`config.mk`:
```
export PLATFORM = sky130hd
export DESIGN_NAME = asr_host_flat
export DESIGN_NICKNAME = d
export VERILOG_FILES = /design/src/asr_pkg.sv /design/src/asr_link_if.sv /design/src/asr_host.sv /design/src/asr_sync3.sv /design/src/flat_wrapper.sv
export SDC_FILE = /design/constraint.sdc
export NUM_CORES = 1
export LEC_CHECK = 0
export ABC_AREA = 1
export BUFFER_PORTS_ARGS = -buffer_cell sky130_fd_sc_hd__buf_2
export CORE_ASPECT_RATIO = 1.4
export CORE_MARGIN = 3
export CORE_UTILIZATION = 45
export CTS_CLUSTER_DIAMETER = 50
export CTS_CLUSTER_SIZE = 40
export DETAILED_ROUTE_END_ITERATION = 10
export GPL_TIMING_DRIVEN = 0
export PLACE_DENSITY = 0.66
export SYNTH_ARGS = -nofsm -noshare
export SYNTH_HDL_FRONTEND = slang
export SYNTH_SLANG_ARGS = --single-unit
```
`constraint.sdc`:
```
create_clock -name i_clock -period 2.3 [get_ports i_clock]
set_input_delay 0.575 -clock i_clock [delete_from_list [all_inputs] [get_ports i_clock]]
set_output_delay 0.575 -clock i_clock [all_outputs]
set_load 0.02 [all_outputs]
```
`src/asr_pkg.sv`:
```
package asr_pkg;
   localparam int NUM_LANES = 4;
   localparam int WORD_BITS = 15;
   localparam int FRAME_BITS = 16;
   localparam int LINK_PINS = 5;

   // pin positions inside the device's synchronised input bundle
   localparam int PIN_CONV = 0;
   localparam int PIN_SCLK = 1;
   localparam int PIN_RATE = 2;
   localparam int PIN_LVDS = 3;
   localparam int PIN_ECHO_OFF = 4;
   // positions inside the host's synchronised return bundle
   localparam int RET_ECHO = 4;

   localparam int CLK_PERIOD_NS = 100;
   localparam int SCLK_PERIOD_NS = 800;
   localparam int SCLK_HALF_CYC = SCLK_PERIOD_NS / (2 * CLK_PERIOD_NS);
   localparam int CNV_HIGH_NS = 30;
   localparam int CNV_HIGH_RAW = (CNV_HIGH_NS + CLK_PERIOD_NS - 1) / CLK_PERIOD_NS;
   // a pin level needs two cycles to pass the synchroniser's agreement check
   localparam int LINK_MIN_CYC = 2;
   localparam int CNV_HIGH_CYC = (CNV_HIGH_RAW < LINK_MIN_CYC) ? LINK_MIN_CYC : CNV_HIGH_RAW;
   localparam int CONV_GAP_CYC = 4;
   // covers the round trip through both synchronisers after the last clock edge
   localparam int TAIL_CYC = 12;
   localparam int POR_WAIT_MS = 10;
   localparam int SLEEP_WAIT_MS = 10;
   localparam int POR_WAIT_CYC = POR_WAIT_MS * (1000000 / CLK_PERIOD_NS);
   localparam int SLEEP_WAIT_CYC = SLEEP_WAIT_MS * (1000000 / CLK_PERIOD_NS);
   localparam int TMR_BITS = 17;

   localparam logic [5:0] SDR_TOGGLES = 6'h20;
   localparam logic [5:0] DDR_TOGGLES = 6'h10;
   localparam logic [4:0] LAST_BIT = 5'h0F;
   localparam logic [2:0] NAP_PULSES = 3'h2;
   localparam logic [2:0] SLEEP_PULSES = 3'h4;
   localparam logic [2:0] WAKE_PULSES = 3'h5;

   typedef logic [NUM_LANES-1:0][WORD_BITS-1:0] asr_words_t;

   typedef enum logic [2:0] {
      MODE_OPER = 3'h1,
      MODE_NAP = 3'h2,
      MODE_SLEEP = 3'h4
   } asr_mode_t;

   typedef enum logic [1:0] {
      CMD_READ = 2'h0,
      CMD_PULSE = 2'h1,
      CMD_WAKE = 2'h2
   } asr_cmd_t;
endpackage

```
`src/asr_link_if.sv`:
```
`timescale 1ns/1ps
interface asr_link_if;
   logic conv_start_n;
   logic sclk;
   logic rate_select;
   logic io_lvds;
   logic echo_disable;
   logic lane_a_out;
   logic lane_b_out;
   logic lane_c_out;
   logic lane_d_out;
   logic echo_clock_out;

   modport device (
      input conv_start_n, sclk, rate_select, io_lvds, echo_disable,
      output lane_a_out, lane_b_out, lane_c_out, lane_d_out, echo_clock_out
   );
   modport host (
      output conv_start_n, sclk, rate_select, io_lvds, echo_disable,
      input lane_a_out, lane_b_out, lane_c_out, lane_d_out, echo_clock_out
   );
endinterface

```
`src/asr_host.sv`:
```
`timescale 1ns/1ps
module asr_host #(
   parameter int POR_WAIT = asr_pkg::POR_WAIT_CYC,
   parameter int SLEEP_WAIT = asr_pkg::SLEEP_WAIT_CYC
) (
   input wire logic i_clock,
   input wire logic i_resetn,
   input wire logic i_cmd_valid,
   input wire asr_pkg::asr_cmd_t i_cmd,
   input wire logic i_rate_select,
   input wire logic i_io_lvds,
   input wire logic i_echo_off,
   output logic o_busy,
   output logic o_valid,
   output logic o_first_invalid,
   output asr_pkg::asr_words_t o_ch_data,
   asr_link_if.host link
);
   import asr_pkg::*;

   typedef enum logic [5:0] {
      ST_IDLE = 6'h01,
      ST_SETTLE = 6'h02,
      ST_CNV_HI = 6'h04,
      ST_CNV_GAP = 6'h08,
      ST_CLOCKING = 6'h10,
      ST_TAIL = 6'h20
   } asr_hst_t;

   typedef struct packed {
      asr_hst_t st;
      logic [TMR_BITS-1:0] tmr;
      logic [5:0] tcnt;
      asr_cmd_t cmd;
      logic [2:0] pcnt;
      logic first;
      logic conv_n;
      logic sclk;
      logic [2:0] cfg;
      logic [NUM_LANES-1:0] dly;
      logic echo_p;
      logic [NUM_LANES-1:0][FRAME_BITS-1:0] cap;
      asr_words_t data;
      logic valid;
      logic first_out;
      logic busy;
   } asr_host_st_t;

   asr_host_st_t h_q;
   asr_host_st_t h_d;
   logic [LINK_PINS-1:0] ret_raw;
   logic [LINK_PINS-1:0] ret_lvl;
   logic e_rise;
   logic e_fall;
   logic [NUM_LANES-1:0] bit_in;

   assign ret_raw = {link.echo_clock_out, link.lane_d_out, link.lane_c_out,
                     link.lane_b_out, link.lane_a_out};

   asr_sync3 #(
      .WIDTH(LINK_PINS)
   ) u_ret_sync (
      .i_clock(i_clock),
      .i_resetn(i_resetn),
      .i_async(ret_raw),
      .o_level(ret_lvl)
   );

   always_comb begin
      h_d = h_q;
      h_d.valid = 1'b0;
      h_d.cfg = {i_echo_off, i_io_lvds, i_rate_select};
      h_d.echo_p = ret_lvl[RET_ECHO];
      h_d.dly = ret_lvl[NUM_LANES-1:0];
      e_rise = ret_lvl[RET_ECHO] && !h_q.echo_p;
      e_fall = !ret_lvl[RET_ECHO] && h_q.echo_p;
      // DDR takes the bit held before each edge; SDR samples on the rise
      bit_in = h_q.cfg[0] ? h_q.dly : ret_lvl[NUM_LANES-1:0];
      if (e_rise || (h_q.cfg[0] && e_fall)) begin
         for (int i = 0; i < NUM_LANES; i++) begin
            h_d.cap[i] = {h_q.cap[i][FRAME_BITS-2:0], bit_in[i]};
         end
      end
      if (h_q.tmr != '0) begin
         h_d.tmr = h_q.tmr - 1'b1;
      end

      case (h_q.st)
         ST_IDLE: begin
            if (i_cmd_valid) begin
               h_d.cmd = i_cmd;
               h_d.tmr = TMR_BITS'(CNV_HIGH_CYC - 1);
               if (i_cmd == CMD_WAKE) begin
                  h_d.sclk = 1'b1;
                  h_d.tmr = TMR_BITS'(SCLK_HALF_CYC - 1);
                  h_d.st = ST_CNV_GAP;
               end else begin
                  h_d.conv_n = 1'b1;
                  h_d.st = ST_CNV_HI;
               end
            end
         end
         ST_SETTLE: begin
            if (h_q.tmr == '0) begin
               h_d.st = ST_IDLE;
            end
         end
         ST_CNV_HI: begin
            if (h_q.tmr == '0) begin
               h_d.conv_n = 1'b0;
               h_d.tmr = TMR_BITS'(CONV_GAP_CYC - 1);
               h_d.st = ST_CNV_GAP;
            end
         end
         ST_CNV_GAP: begin
            if (h_q.tmr == '0) begin
               h_d.sclk = 1'b0;
               h_d.st = ST_IDLE;
               if (h_q.cmd == CMD_READ) begin
                  h_d.pcnt = 3'h0;
                  h_d.tcnt = 6'h0;
                  h_d.tmr = TMR_BITS'(SCLK_HALF_CYC - 1);
                  h_d.st = ST_CLOCKING;
               end else if (h_q.cmd == CMD_WAKE) begin
                  h_d.first = 1'b1;
                  h_d.pcnt = 3'h0;
                  if (h_q.pcnt >= SLEEP_PULSES) begin
                     h_d.tmr = TMR_BITS'(SLEEP_WAIT);
                     h_d.st = ST_SETTLE;
                  end
               end else begin
                  h_d.first = 1'b1;
                  h_d.pcnt = h_q.pcnt + 3'h1;
                  if (h_q.pcnt + 3'h1 == WAKE_PULSES) begin
                     h_d.pcnt = 3'h0;
                     h_d.tmr = TMR_BITS'(SLEEP_WAIT);
                     h_d.st = ST_SETTLE;
                  end
               end
            end
         end
         ST_CLOCKING: begin
            if (h_q.tmr == '0) begin
               h_d.sclk = !h_q.sclk;
               h_d.tcnt = h_q.tcnt + 6'h1;
               h_d.tmr = TMR_BITS'(SCLK_HALF_CYC - 1);
               if (h_q.tcnt + 6'h1 == (h_q.cfg[0] ? DDR_TOGGLES : SDR_TOGGLES)) begin
                  h_d.tmr = TMR_BITS'(TAIL_CYC - 1);
                  h_d.st = ST_TAIL;
               end
            end
         end
         ST_TAIL: begin
            if (h_q.tmr == '0) begin
               for (int i = 0; i < NUM_LANES; i++) begin
                  h_d.data[i] = h_q.cap[i][FRAME_BITS-1:1];
               end
               h_d.valid = 1'b1;
               h_d.first_out = h_q.first;
               h_d.first = 1'b0;
               h_d.st = ST_IDLE;
            end
         end
         default: begin
            h_d.st = ST_IDLE;
         end
      endcase
      h_d.busy = (h_d.st != ST_IDLE);

      if (!i_resetn) begin
         h_d = '0;
         h_d.st = ST_SETTLE;
         h_d.tmr = TMR_BITS'(POR_WAIT);
         h_d.first = 1'b1;
         h_d.busy = 1'b1;
      end
   end

   always_ff @(posedge i_clock) begin
      h_q <= h_d;
   end

   assign o_busy = h_q.busy;
   assign o_valid = h_q.valid;
   assign o_first_invalid = h_q.first_out;
   assign o_ch_data = h_q.data;
   assign link.conv_start_n = h_q.conv_n;
   assign link.sclk = h_q.sclk;
   assign link.rate_select = h_q.cfg[0];
   assign link.io_lvds = h_q.cfg[1];
   assign link.echo_disable = h_q.cfg[2];
endmodule

```
`src/asr_sync3.sv`:
```
`timescale 1ns/1ps
module asr_sync3 #(
   parameter int WIDTH = 1
) (
   input wire logic i_clock,
   input wire logic i_resetn,
   input wire logic [WIDTH-1:0] i_async,
   output logic [WIDTH-1:0] o_level
);
   import asr_pkg::*;

   typedef struct packed {
      logic [WIDTH-1:0] s1;
      logic [WIDTH-1:0] s2;
      logic [WIDTH-1:0] s3;
      logic [WIDTH-1:0] lvl;
   } asr_sync_st_t;

   asr_sync_st_t sync_q;
   asr_sync_st_t sync_d;

   always_comb begin
      sync_d = sync_q;
      sync_d.s1 = i_async;
      sync_d.s2 = sync_q.s1;
      sync_d.s3 = sync_q.s2;
      // a bit takes its new level only once stages two and three agree
      for (int i = 0; i < WIDTH; i++) begin
         if (sync_q.s2[i] == sync_q.s3[i]) begin
            sync_d.lvl[i] = sync_q.s3[i];
         end
      end
      if (!i_resetn) begin
         sync_d = '0;
      end
   end

   always_ff @(posedge i_clock) begin
      sync_q <= sync_d;
   end

   assign o_level = sync_q.lvl;
endmodule

```
`src/flat_wrapper.sv`:
```
// flat-port wrapper written by rule: the top's interface ports become plain ports
module asr_host_flat import asr_pkg::*;
#(
   parameter int POR_WAIT = asr_pkg::POR_WAIT_CYC,
   parameter int SLEEP_WAIT = asr_pkg::SLEEP_WAIT_CYC
)
  (i_clock, i_resetn, i_cmd_valid, i_cmd, i_rate_select, i_io_lvds, i_echo_off, o_busy, o_valid, o_first_invalid, o_ch_data, link_conv_start_n, link_sclk, link_rate_select, link_io_lvds, link_echo_disable, link_lane_a_out, link_lane_b_out, link_lane_c_out, link_lane_d_out, link_echo_clock_out);
  asr_link_if link_i ();
  input wire logic i_clock;
  input wire logic i_resetn;
  input wire logic i_cmd_valid;
  input wire asr_pkg::asr_cmd_t i_cmd;
  input wire logic i_rate_select;
  input wire logic i_io_lvds;
  input wire logic i_echo_off;
  output logic o_busy;
  output logic o_valid;
  output logic o_first_invalid;
  output asr_pkg::asr_words_t o_ch_data;
  output wire logic [$bits(link_i.conv_start_n)-1:0] link_conv_start_n;
  output wire logic [$bits(link_i.sclk)-1:0] link_sclk;
  output wire logic [$bits(link_i.rate_select)-1:0] link_rate_select;
  output wire logic [$bits(link_i.io_lvds)-1:0] link_io_lvds;
  output wire logic [$bits(link_i.echo_disable)-1:0] link_echo_disable;
  input wire logic [$bits(link_i.lane_a_out)-1:0] link_lane_a_out;
  input wire logic [$bits(link_i.lane_b_out)-1:0] link_lane_b_out;
  input wire logic [$bits(link_i.lane_c_out)-1:0] link_lane_c_out;
  input wire logic [$bits(link_i.lane_d_out)-1:0] link_lane_d_out;
  input wire logic [$bits(link_i.echo_clock_out)-1:0] link_echo_clock_out;
  assign link_conv_start_n = link_i.conv_start_n;
  assign link_sclk = link_i.sclk;
  assign link_rate_select = link_i.rate_select;
  assign link_io_lvds = link_i.io_lvds;
  assign link_echo_disable = link_i.echo_disable;
  assign link_i.lane_a_out = link_lane_a_out;
  assign link_i.lane_b_out = link_lane_b_out;
  assign link_i.lane_c_out = link_lane_c_out;
  assign link_i.lane_d_out = link_lane_d_out;
  assign link_i.echo_clock_out = link_echo_clock_out;
  asr_host #(.POR_WAIT(POR_WAIT), .SLEEP_WAIT(SLEEP_WAIT)) u_core (.i_clock(i_clock), .i_resetn(i_resetn), .i_cmd_valid(i_cmd_valid), .i_cmd(i_cmd), .i_rate_select(i_rate_select), .i_io_lvds(i_io_lvds), .i_echo_off(i_echo_off), .o_busy(o_busy), .o_valid(o_valid), .o_first_invalid(o_first_invalid), .o_ch_data(o_ch_data), .link(link_i));
endmodule
```
# Word-level counts from Yosys, hierarchy flattened
# Cells that the tools add are included.
# word_totals
ff_bits,192
latchBits,0
ramBits,0
rom_bits,0
out_inout_bits,68
n_memories,0
# op_classes
n_addsub,3
mul,0
div_mod_pow,0
magnitude_cmp,1
eq_ne,25
shifts,0
mux,33
n_bitwise,0
reduce_logical,23
# ops
operator,n
$mux 23,4
$pmux 17 s4,1
$mux 29,2
$mux 19,3
$pmux 6 s5,1
$mux 6,3
$logic_not 17->1,1
$mux 17,1
$reduce_bool 17->1,1
$sub 17x1->17 const B,1
$mux 4,3
$ne 2x1->1 const B,6
$pmux 6 s2,1
$reduce_and 4->1,3
$reduce_and 2->1,4
$add 6x1->6 const B,1
$eq 6x1->1 const B,1
$eq 6x2->1 const B,1
$eq 6x3->1 const B,1
$eq 6x4->1 const B,1
$eq 6x5->1 const B,1
$eq 6x6->1,1
$eq 6x6->1 const B,1
$mux 1,6
other kinds (19),36

# Longest topological paths before layout
# Gate-level depths: netlist (run 1).
# depth
depth_word,8
ltp_mapped,13

# Hierarchy
# Synthesis (run 1) repeated with hierarchy kept, for this count alone.
# hier_totals
hier_cells,1030
hier_area_um2,8161.6
# modules_own_cells
module,n_inst,cells_per_inst,area_each_um2,seq_area_each_um2
asr_host,1,958,7492.2,3443.3
asr_sync3,1,72,669.4,400.4

# Worst setup path after synthesis (run 1)
# Ideal clock, no wire load.
# synth_timing
path_kind,register to register
startpoint,register u_core.h_q[149] (netlist bit)
endpoint,register u_core.h_q[149] (netlist bit)
arrival_time_ns,1.801
required_ns,2.178
path_slack_ns,0.377
stages_incl_launch_ff,14
synth_period_minus_slack_ns,1.923
cell_sequence,dfxtp_1 > inv_1 > ha_1 > inv_1 > nor2_1 > nand2_2 > nor2_8 > nand2_8 > buf_6 > ha_1 > inv_1 > a21oi_1 > nor3_1 > a21oi_1
# synth_between
elab_chain_len,7
word_cells_on_any_way,13
classes_between,add/sub: 1; mux: 10; reduce/logical: 2
# synth_rtl
element,line,rtl
start: declaration,asr_host.sv:49,asr_host_st_t h_q;
start signal: assignment,asr_host.sv:180,h_q <= h_d;
$sub 17x1->17 / $reduce_bool 17->1 (equally long branches),"asr_host.sv:85, asr_host.sv:84",
$mux 17,asr_host.sv:84,if (h_q.tmr != '0) begin
"$mux 19, on equally long branches","asr_host.sv:134, asr_host.sv:127",
$mux 19,asr_host.sv:124,end else if (h_q.cmd == CMD_WAKE) begin
$mux 23,asr_host.sv:119,if (h_q.cmd == CMD_READ) begin
$mux 29,asr_host.sv:116,if (h_q.tmr == '0) begin
$pmux 17 s4 (*),asr_host.sv:88,case (h_q.st)
# Mark *: on every way between the ends. The rest lies on a longest branch, timed or not. The select of a mux whose other input is x is not followed.
# A chain may end at the register's enable or synchronous reset.

# Worst setup path after layout (run 1)
# Same ends and word-level chain as after synthesis.

==> impl_metrics.tcl, run 1 <==
set metrics [dict create \
    status "finished clean" \
    synth_area_um2 8120 \
    relSlewSlack_pct 58.8 \
    grt_setup_unrepaired "no" \
    finalHoldViolations 0 \
    clock_latency_ns 0.43 \
    cp.arrival_ns 2.42 \
    fin_nets 1139 \
    vias 6498 \
    wl_per_cell_um 12.7 \
    synth_edf_count 0 \
    grtUsageTotal_pct 18.2 \
    dp.cells 1336 \
    grt_util_met3_pct 3.87 \
    synth_async_sr_flop_share_pct 0 \
    cp_top_family "simple AND/OR/NAND/NOR gates" \
    tightest_slew_ns 0.619 \
    leakage_nw 4.25 \
    start_kind "flip-flop" \
    syn_to_final_growth_pct 15.4 \
    crit_path_end_kind "flip-flop" \
    dieArea_um2 19700 \
    power_mw 6.97 \
    portBuffers 79 \
    required_ns 2.62 \
    fin_cells 1368 \
    gp_congestion 0.872 \
    first_global_vias 6138 \
    die_h_um 165 \
    worstHoldPathType "input port to flip-flop" \
    n_antenna_cell 0 \
    drv_cap 0 \
    critPathMaxStageDelay_ns 0.37 \
    skew_ns 0.00885 \
    ys_seq_elements 192 \
    hold_ws_ns 0.319 \
    postCtsResizedCells 0 \
    cts-root-buf "clkbuf_16" \
    crit_slowest_cell "dfxtp_1" \
    grt_pass1_wl_mm 28.9 \
    cp_cell_sequence "inv_1 > ha_1 > inv_1 > nor2_1 > nand2_2 > nor2_8 > nand2_8 > buf_6 > ha_1 > inv_1 > a21oi_1 > nor3_1 > a21oi_1" \
    cts_made_buffers 17 \
    period_minus_slack_ns 2.10 \
    htree_levels 4 \
    holdBufCountCts 0 \
    drt.antenna.violating_nets 0 \
    drtIter0Drc 315 \
    num_rows 57 \
    drive_gt1_share_pct 20.4 \
    ys_types 42 \
    utilization_pct 53.4 \
    ir_worst_vdd_uv 374 \
    grt_max_degree 18 \
    crit_buf_inv 4 \
    critPathKind "flip-flop to flip-flop" \
    grt_antenna_before_repair 0 \
    synth-seq-area-share_pct 47.4 \
    gr-usage-met2_pct 33.5 \
    tns_ns 0 \
    ys.flop_type "dfxtp_1" \
    yosys_warnings 0 \
    clock_path_buffers 2 \
    finalSetupViolations 0 \
    cp_common_cell "inv_1" \
    post_cts_buffers 0 \
    overflow 0 \
    via_per_inst 4.75 \
    cts_tree "yes" \
    synth_nets 1041 \
    start_util_pct 46.3 \
    die_x_um 119 \
    io_pins 81 \
    fillers 1742 \
    hpwl_mm 12.9 \
    syn_avg_cell_area_um2 7.95 \
    core_area_um2 17500 \
    finalCritPeriodShare_pct 91.4 \
    cts_sinks 192 \
    drc 0 \
    wl_mm 17.4 \
    syn-instance-count 1021 \
    clk_pin_slew_ns 0.07 \
    maxSlewViolCount 0 \
    use_met1_pct 20.8 \
    power_density_nw_per_um2 744 \
    fmax_ghz 0.476 \
    busiest_layer "met2" \
    cp_max_fo 10 \
    drt_first_pass_iters 4 \
]
## tightest hold or removal path: stages
cell and delay [ns]:
buf_2 0.07, nand2_1 0.04, inv_1 0.04
## routing by layer
layer  part of all wire, %  wire (µm)
met4                   1.5        266
met2                    52       8980
met5                     0          0
met3                   3.6        634
met1                    43       7560
## metrics by stage
step	instance area (µm²)	setup WS, ns
floorplan	8120	0.377
global placement	8810	0.0696
detailed placement	8810	0.0797
CTS	9360	0.120
global route	9360	0.0318
finish	9360	0.198
## report_power, final
group	leakage [nW]	switching, mW	internal (mW)
logic	2.43	0.433	0.233
registers	1.55	0.0968	3.42
clock network	0.270	1.33	1.46
total	4.25	1.86	5.11
## synthesized netlist by cell type (2+ instances only)
library cell  count  area, µm²
nor2_4            3       33.8
a21oi_1         120        601
dfxtp_1         192       3840
nand3b_1          4       30.0
nand2_2           5       31.3
nand3_1          25        125
a211oi_1         30        225
nor3_1            5       25.0
inv_1           155        582
o21ai_1           5       25.0
nand4_1           7       43.8
or2_2             4       25.0
buf_2             6       30.0
nor2_8            2       40.0
buf_6             8       90.1
buf_4            60        450
nand2_4           3       33.8
nor2_2           14       87.6
ha_1              7       87.6
nor2_1           75        282
nand3_2           4       40.0
a31oi_1           4       25.0
xor2_1           11       96.3
nand2_1         106        398
clkbuf_1         32        120
o21bai_1          5       37.5
o21ai_0         111        556
inv_2             4       15.0
## cell families after synthesis
family                     share of synthesized area [%]
DFF                                                 47.4
and+or+nand+nor                                     15.2
xor gates and xnor gates                            1.30
adders and majority gates                           1.08
buffers and inverters                               16.1
AOI/OAI and AO/OA                                   19.0
## sequential cells by signal, summed over array words and instances, names as in the netlist
signal	flops
u_core.h_q	104
u_core.o_ch_data	60
u_core.u_ret_sync.sync_q	15
u_core.u_ret_sync.o_level	5
u_core.link.conv_start_n	1
u_core.link.echo_disable	1
u_core.link.io_lvds	1
u_core.link.rate_select	1
u_core.link.sclk	1
u_core.o_busy	1
u_core.o_first_invalid	1
u_core.o_valid	1
## cells in the final DEF, fill, tap and decap left out, types with 2 or more instances in the layout
master / count
buf_4: 60
inv_2: 4
a21oi_1: 120
buf_6: 8
nand2_2: 5
o21ai_1: 5
clkbuf_16: 17
inv_1: 155
nor2_4: 3
xor2_1: 11
a211oi_1: 30
clkinv_2: 3
dfxtp_1: 192
nor3_1: 5
or2_2: 4
inv_8: 2
nand3_1: 25
nor2_8: 2
nand2_4: 3
clkbuf_1: 31
clkinvlp_4: 3
nor2_1: 75
nand3_2: 4
ha_1: 7
a31oi_1: 4
nand3b_1: 4
clkbuf_8: 2
inv_6: 3
o21ai_0: 111
nand2_1: 106
buf_2: 85
nor2_2: 14
clkinv_4: 3
o21bai_1: 5
nand4_1: 7
## area by class of cell
| class | count | area [µm²] | share of cell area (%) |
|---|---|---|---|
| clock inverters | 13 | 104 | 1.11 |
| plain buffers | 107 | 696 | 7.43 |
| multi-input cells | 561 | 2970 | 31.7 |
| flip-flops and latches | 192 | 3840 | 41.0 |
| repair buffers | 79 | 395 | 4.22 |
| clock buffers | 19 | 453 | 4.84 |
| well taps | 236 | 295 | 3.15 |
| inverters | 161 | 609 | 6.51 |
## worst paths after layout
kind / slack (ns) / depth (start not counted) / end / start
setup / recovery: 0.20 / 13 / u_core.h_q[149] / u_core.h_q[149]
hold reg to reg: 0.41 / 2 / u_core.u_ret_sync.sync_q[13] / u_core.u_ret_sync.sync_q[18]
setup reg to reg: 0.20 / 13 / u_core.h_q[149] / u_core.h_q[149]
hold / removal: 0.32 / 3 / u_core.u_ret_sync.sync_q[19] / link_echo_clock_out
(Power assumes the default switching activity.)
==> run 2: changes to the inputs <==
RECOVER_POWER = 25   (was default)
==> run 2 against run 1 <==
  * First-iteration DRC count is 5.7% lower
  * Cell count stayed put
  * Global-route usage stayed put
  * Core utilization is 0.26 points lower
  * Fmax is 0.25% higher
  * Power is 0.13% lower
  * Clock power hardly changed
  * Die area stayed put
  * Design area is 0.49% lower
  * Combinational power hardly changed
  * Register-to-register slack hardly changed
  * Critical path type unchanged
  * Largest cell class unchanged
  * Largest power group unchanged
  * Highest routed layer unchanged
==> impl_metrics.tcl, run 2 (same netlist as run 1, synthesis figures left out) <==
set metrics [dict create \
    status "finished clean" \
    num_rows 57 \
    pre_cts_ws_ns 0.0797 \
    crit_path_end_kind "flip-flop" \
    syn_to_final_growth_pct 14.8 \
    tightest_slew_ns 0.679 \
    cp.arrival_ns 2.45 \
    gp_congestion 0.872 \
    power_density_nw_per_um2 747 \
    finalHoldViolations 0 \
    vias 6494 \
    place_area_um2 8810 \
    seqPwrFrac_pct 50.5 \
    drt_first_pass_iters 5 \
    clock_latency_ns 0.43 \
    grt_pass1_wl_mm 28.9 \
    grt_max_degree 18 \
    critPathKind "flip-flop to flip-flop" \
    start_util_pct 46.3 \
    die_h_um 165 \
    finalCritPeriodShare_pct 91.2 \
    rr_startpoint "u_core.h_q[149]" \
    fin_cells 1368 \
    drtIter0Drc 297 \
    reg2reg_slack_ns 0.20 \
    drive_gt1_share_pct 17.2 \
    worst_r2r_endpoint "u_core.o_ch_data[48]" \
    skew_ns 0.00799 \
    fin_nets 1139 \
    cts_sinks 192 \
    maxSlewViolCount 0 \
    n_antenna_cell 0 \
    top_register "u_core.h_q" \
    clock_path_buffers 2 \
    wl_per_cell_um 12.8 \
    first_global_vias 6138 \
    dp.cells 1336 \
    io_pins 81 \
    portBuffers 79 \
    hold_ws_ns 0.320 \
    crit_start "u_core.h_q[149]" \
    timing.final.ws_setup_ns 0.203 \
    cp_max_fo 10 \
    utilization_pct 53.1 \
    start_kind "flip-flop" \
    tns_ns 0 \
    fmax_ghz 0.477 \
    grtUsageTotal_pct 18.2 \
    drc 0 \
    hpwl_mm 12.9 \
    dieArea_um2 19700 \
    wl_mm 17.4 \
    htree_levels 4 \
    finalSetupViolations 0 \
    grt_setup_unrepaired "no" \
    required_ns 2.66 \
    cts_made_buffers 17 \
    drt.antenna.violating_nets 0 \
    whs_path_depth 3 \
    cts-root-buf "clkbuf_16" \
    r2r_cells 12 \
    die_x_um 119 \
    netSwitchingPower_mw 1.85 \
    cts_tree "yes" \
    worstHoldPathType "input port to flip-flop" \
    clk_pin_slew_ns 0.07 \
    design_area_um2 9320 \
    swShare_pct 26.6 \
    p_int_mw 5.11 \
    period_minus_slack_ns 2.10 \
    ir_worst_vdd_uv 372 \
    grt_antenna_before_repair 0 \
    core_area_um2 17500 \
    via_per_inst 4.75 \
    holdPathEnd "u_core.u_ret_sync.sync_q[19]" \
    combPwrFrac_pct 9.5 \
    clock_power_share_pct 40.0 \
    largest_reg_flops 104 \
    final_common_cell "dfxtp_1" \
    overflow 0 \
    power_mw 6.96 \
    leakage_nw 4.10 \
    fillers 1759 \
    relSlewSlack_pct 54.8 \
    hp-start "link_echo_clock_out" \
    final_cell_mix "dfxtp_1, inv_1, a21oi_1" \
    drv_cap 0 \
]
==> run 2: worst max-delay path by stage <==
stage / to / slack [ns] / cells past startpoint
2_1_floorplan: u_core.h_q[149] / 0.38 / 13
3_3_place_gp: u_core.h_q[96] / 0.07 / 5
3_5_place_dp: u_core.h_q[96] / 0.08 / 5
4_1_cts: u_core.o_ch_data[54] / 0.12 / 12
5_1_grt: u_core.o_ch_data[9] / 0.04 / 12
6_report: u_core.o_ch_data[48] / 0.20 / 12
==> run 2: what timing repair did <==
item | 4_1_cts | 5_1_grt
hold buffers | 0 | 0
buffers inserted | 0 | 0
gates resized for setup | 0 | 2
setup endpoints to repair | 0 | 5
==> run 2: area by class of cell <==
| type | instances | area (µm²) | area share (%) |
|---|---|---|---|
| Buffer | 107 | 694 | 7.45 |
| Clock buffer | 19 | 453 | 4.86 |
| Clock inverter | 13 | 104 | 1.11 |
| Inverter | 161 | 609 | 6.54 |
| Multi-Input combinational cell | 561 | 2970 | 31.8 |
| Sequential cell | 192 | 3840 | 41.3 |
| Tap cell | 236 | 295 | 3.17 |
| Timing Repair Buffer | 79 | 353 | 3.79 |
==> run 2: per-layer routing <==
| layer | GRT usage, % | part of all wire [%] |
|---|---|---|
| met2 | 33.5 | 51 |
| met1 | 20.8 | 44 |
| met4 | 6.10 | 1.5 |
| met5 | 0 | 0 |
| met3 | 3.87 | 3.4 |
==> run 2: power groups by stage <==
| stage | Clock, mW | Sequential (mW) | Combinational [mW] |
|---|---|---|---|
| final | 2.78 | 3.51 | 0.663 |
| after CTS | 2.86 | 3.51 | 0.671 |
| after global routing | 3.00 | 3.52 | 0.773 |
| after floorplan | 0 | 3.58 | 0.516 |
| after global placement | 0 | 3.59 | 0.661 |
| after detailed placement | 0 | 3.59 | 0.667 |
==> run 2: worst max-delay path: stages (launching register included) <==
cell and delay (ns):
dfxtp_1 0.45, inv_1 0.11, ha_1 0.22, inv_1 0.05
nor2_1 0.04, nand2_2 0.10, nor2_8 0.05, nand2_8 0.09
clkinv_4 0.10, nand2_4 0.14, clkbuf_1 0.31, o21ai_0 0.18
a21oi_1 0.15
==> run 3: changes to the inputs <==
GPL_TIMING_DRIVEN = default   (was 0)
==> run 3 against run 2 <==
  * Power is 0.23% lower
  * Die area stayed put
  * Cell count is 6.9% lower
  * Setup slack better by 0.12 ns
  * Clock skew increased by 0.0017 ns
  * Fmax rose by 6.0%
  * Wire length fell by 13%
  * Global-route usage fell by 2.1 points
  * Critical path depth stayed put
  * Non-clock buffer count fell by 95
  * Sequential cell count unchanged
  * Hold slack improved by 0.0099 ns
  * Critical endpoint is now u_core.h_q[149]
  * Largest cell class unchanged
  * Largest power group unchanged
==> impl_metrics.tcl, run 3 (same netlist as run 1, synthesis figures left out) <==
set metrics [dict create \
    status "finished clean" \
    fin_nets 1044 \
    drive_gt1_share_pct 15.4 \
    critPathKind "flip-flop to flip-flop" \
    first_global_vias 5666 \
    relSlewSlack_pct 49.1 \
    grtUsageTotal_pct 16.1 \
    maxSlewViolCount 0 \
    largest_reg_flops 104 \
    cts_made_buffers 17 \
    hpwl_mm 10.4 \
    skew_ns 0.00969 \
    core_area_um2 17500 \
    cts_tree "yes" \
    start_util_pct 46.3 \
    grt_antenna_before_repair 0 \
    fmax_ghz 0.505 \
    clk_pin_slew_ns 0.07 \
    via_per_inst 4.78 \
    grt_setup_unrepaired "no" \
    ir_worst_vdd_uv 362 \
    post_cts_buffers 0 \
    vias 6086 \
    hold_ws_ns 0.330 \
    num_rows 57 \
    grt_max_degree 91 \
    drv_cap 0 \
    final_cell_mix "dfxtp_1, inv_1, a21oi_1" \
    power_density_nw_per_um2 791 \
    finalHoldViolations 0 \
    cp_max_fo 17 \
    finalSetupViolations 0 \
    cts-root-buf "clkbuf_16" \
    cts_sinks 192 \
    clock_latency_ns 0.43 \
    overflow 0 \
    finalCritPeriodShare_pct 86.0 \
    syn_to_final_growth_pct 8.22 \
    power_mw 6.94 \
    top_register "u_core.h_q" \
    drc 0 \
    required_ns 2.61 \
    portBuffers 80 \
    crit_path_end_kind "flip-flop" \
    htree_levels 4 \
    die_h_um 165 \
    die_x_um 119 \
    leakage_nw 3.86 \
    wl_mm 15.3 \
    fillers 1750 \
    utilization_pct 50.1 \
    holdBufCountCts 0 \
    drt_first_pass_iters 4 \
    drtIter0Drc 392 \
    io_pins 81 \
    worstHoldPathType "input port to flip-flop" \
    final_common_cell "dfxtp_1" \
    postCtsResizedCells 0 \
    gp_congestion 0.838 \
    cp.arrival_ns 2.29 \
    clock_path_buffers 2 \
    tightest_slew_ns 0.764 \
    tns_ns 0 \
    n_antenna_cell 0 \
    drt.antenna.violating_nets 0 \
    wl_per_cell_um 12.0 \
    dieArea_um2 19700 \
    period_minus_slack_ns 1.98 \
    grt_pass1_wl_mm 26.2 \
    start_kind "flip-flop" \
]
-- run 3: changes by cell type in the layout (fill, tap and decap cells not counted), moves of 2 or more --
cell | previous run | this run
buf_12 | 0 | 3
buf_2 | 50 | 72
buf_4 | 60 | 5
buf_6 | 8 | 0
clkbuf_1 | 66 | 8
clkinv_4 | 3 | 5
clkinvlp_4 | 3 | 1
-- run 3: metrics by stage --
stage                     cells  cell area (µm²)  setup slack (ns)
final                      1273             8780             0.322
after detailed placement   1241             8250             0.337
after floorplan            1021             8120             0.377
after global placement     1241             8250             0.377
after global routing       1273             8780             0.110
after CTS                  1273             8810             0.322
-- run 3: layout make-up --
class,instances,area [µm²],area share [%]
Tap cell,236,295,3.36
Multi-Input combinational cell,561,2970,33.8
Inverter,161,609,6.94
Timing Repair Buffer,91,505,5.76
Sequential cell,192,3840,43.8
Clock inverter,14,121,1.38
Clock buffer,18,439,5.00
-- run 3: path summary, 6_finish.rpt --
path                                                   start                      endpoint  slack [ns]  cells past startpoint
worst min register to register  u_core.u_ret_sync.sync_q[19]  u_core.u_ret_sync.sync_q[14]        0.41                      2
worst max register to register               u_core.h_q[149]               u_core.h_q[149]        0.32                     12
worst max-delay path                         u_core.h_q[149]               u_core.h_q[149]        0.32                     12
worst min-delay path                               i_io_lvds           u_core.link.io_lvds        0.33                      3
-- run 3: worst max-delay path: stages, from the launching register on --
cell     delay (ns)
dfxtp_1        0.35
inv_1          0.11
ha_1           0.17
inv_1          0.04
nor2_1         0.10
nand2_2        0.10
nor2_8         0.13
nand2_8        0.12
ha_1           0.32
inv_1          0.08
a21oi_1        0.07
nor3_1         0.18
a21oi_1        0.09
-- run 3: report_power, final --
part	switching (mW)	internal (mW)	leakage, nW
clock	1.32	1.45	0.277
sequential	0.0946	3.42	1.55
combinational	0.426	0.231	2.02
-- run 3: routing by layer --
| metal | wire, µm | global-route usage [%] | vias up |
|---|---|---|---|
| met5 | 0 | 0 | - |
| met4 | 255 | 5.94 | 0 |
| met3 | 477 | 3.22 | 14 |
| met2 | 7670 | 28.5 | 103 |
| met1 | 6860 | 19.3 | 2741 |
| li1 | - | - | 3228 |
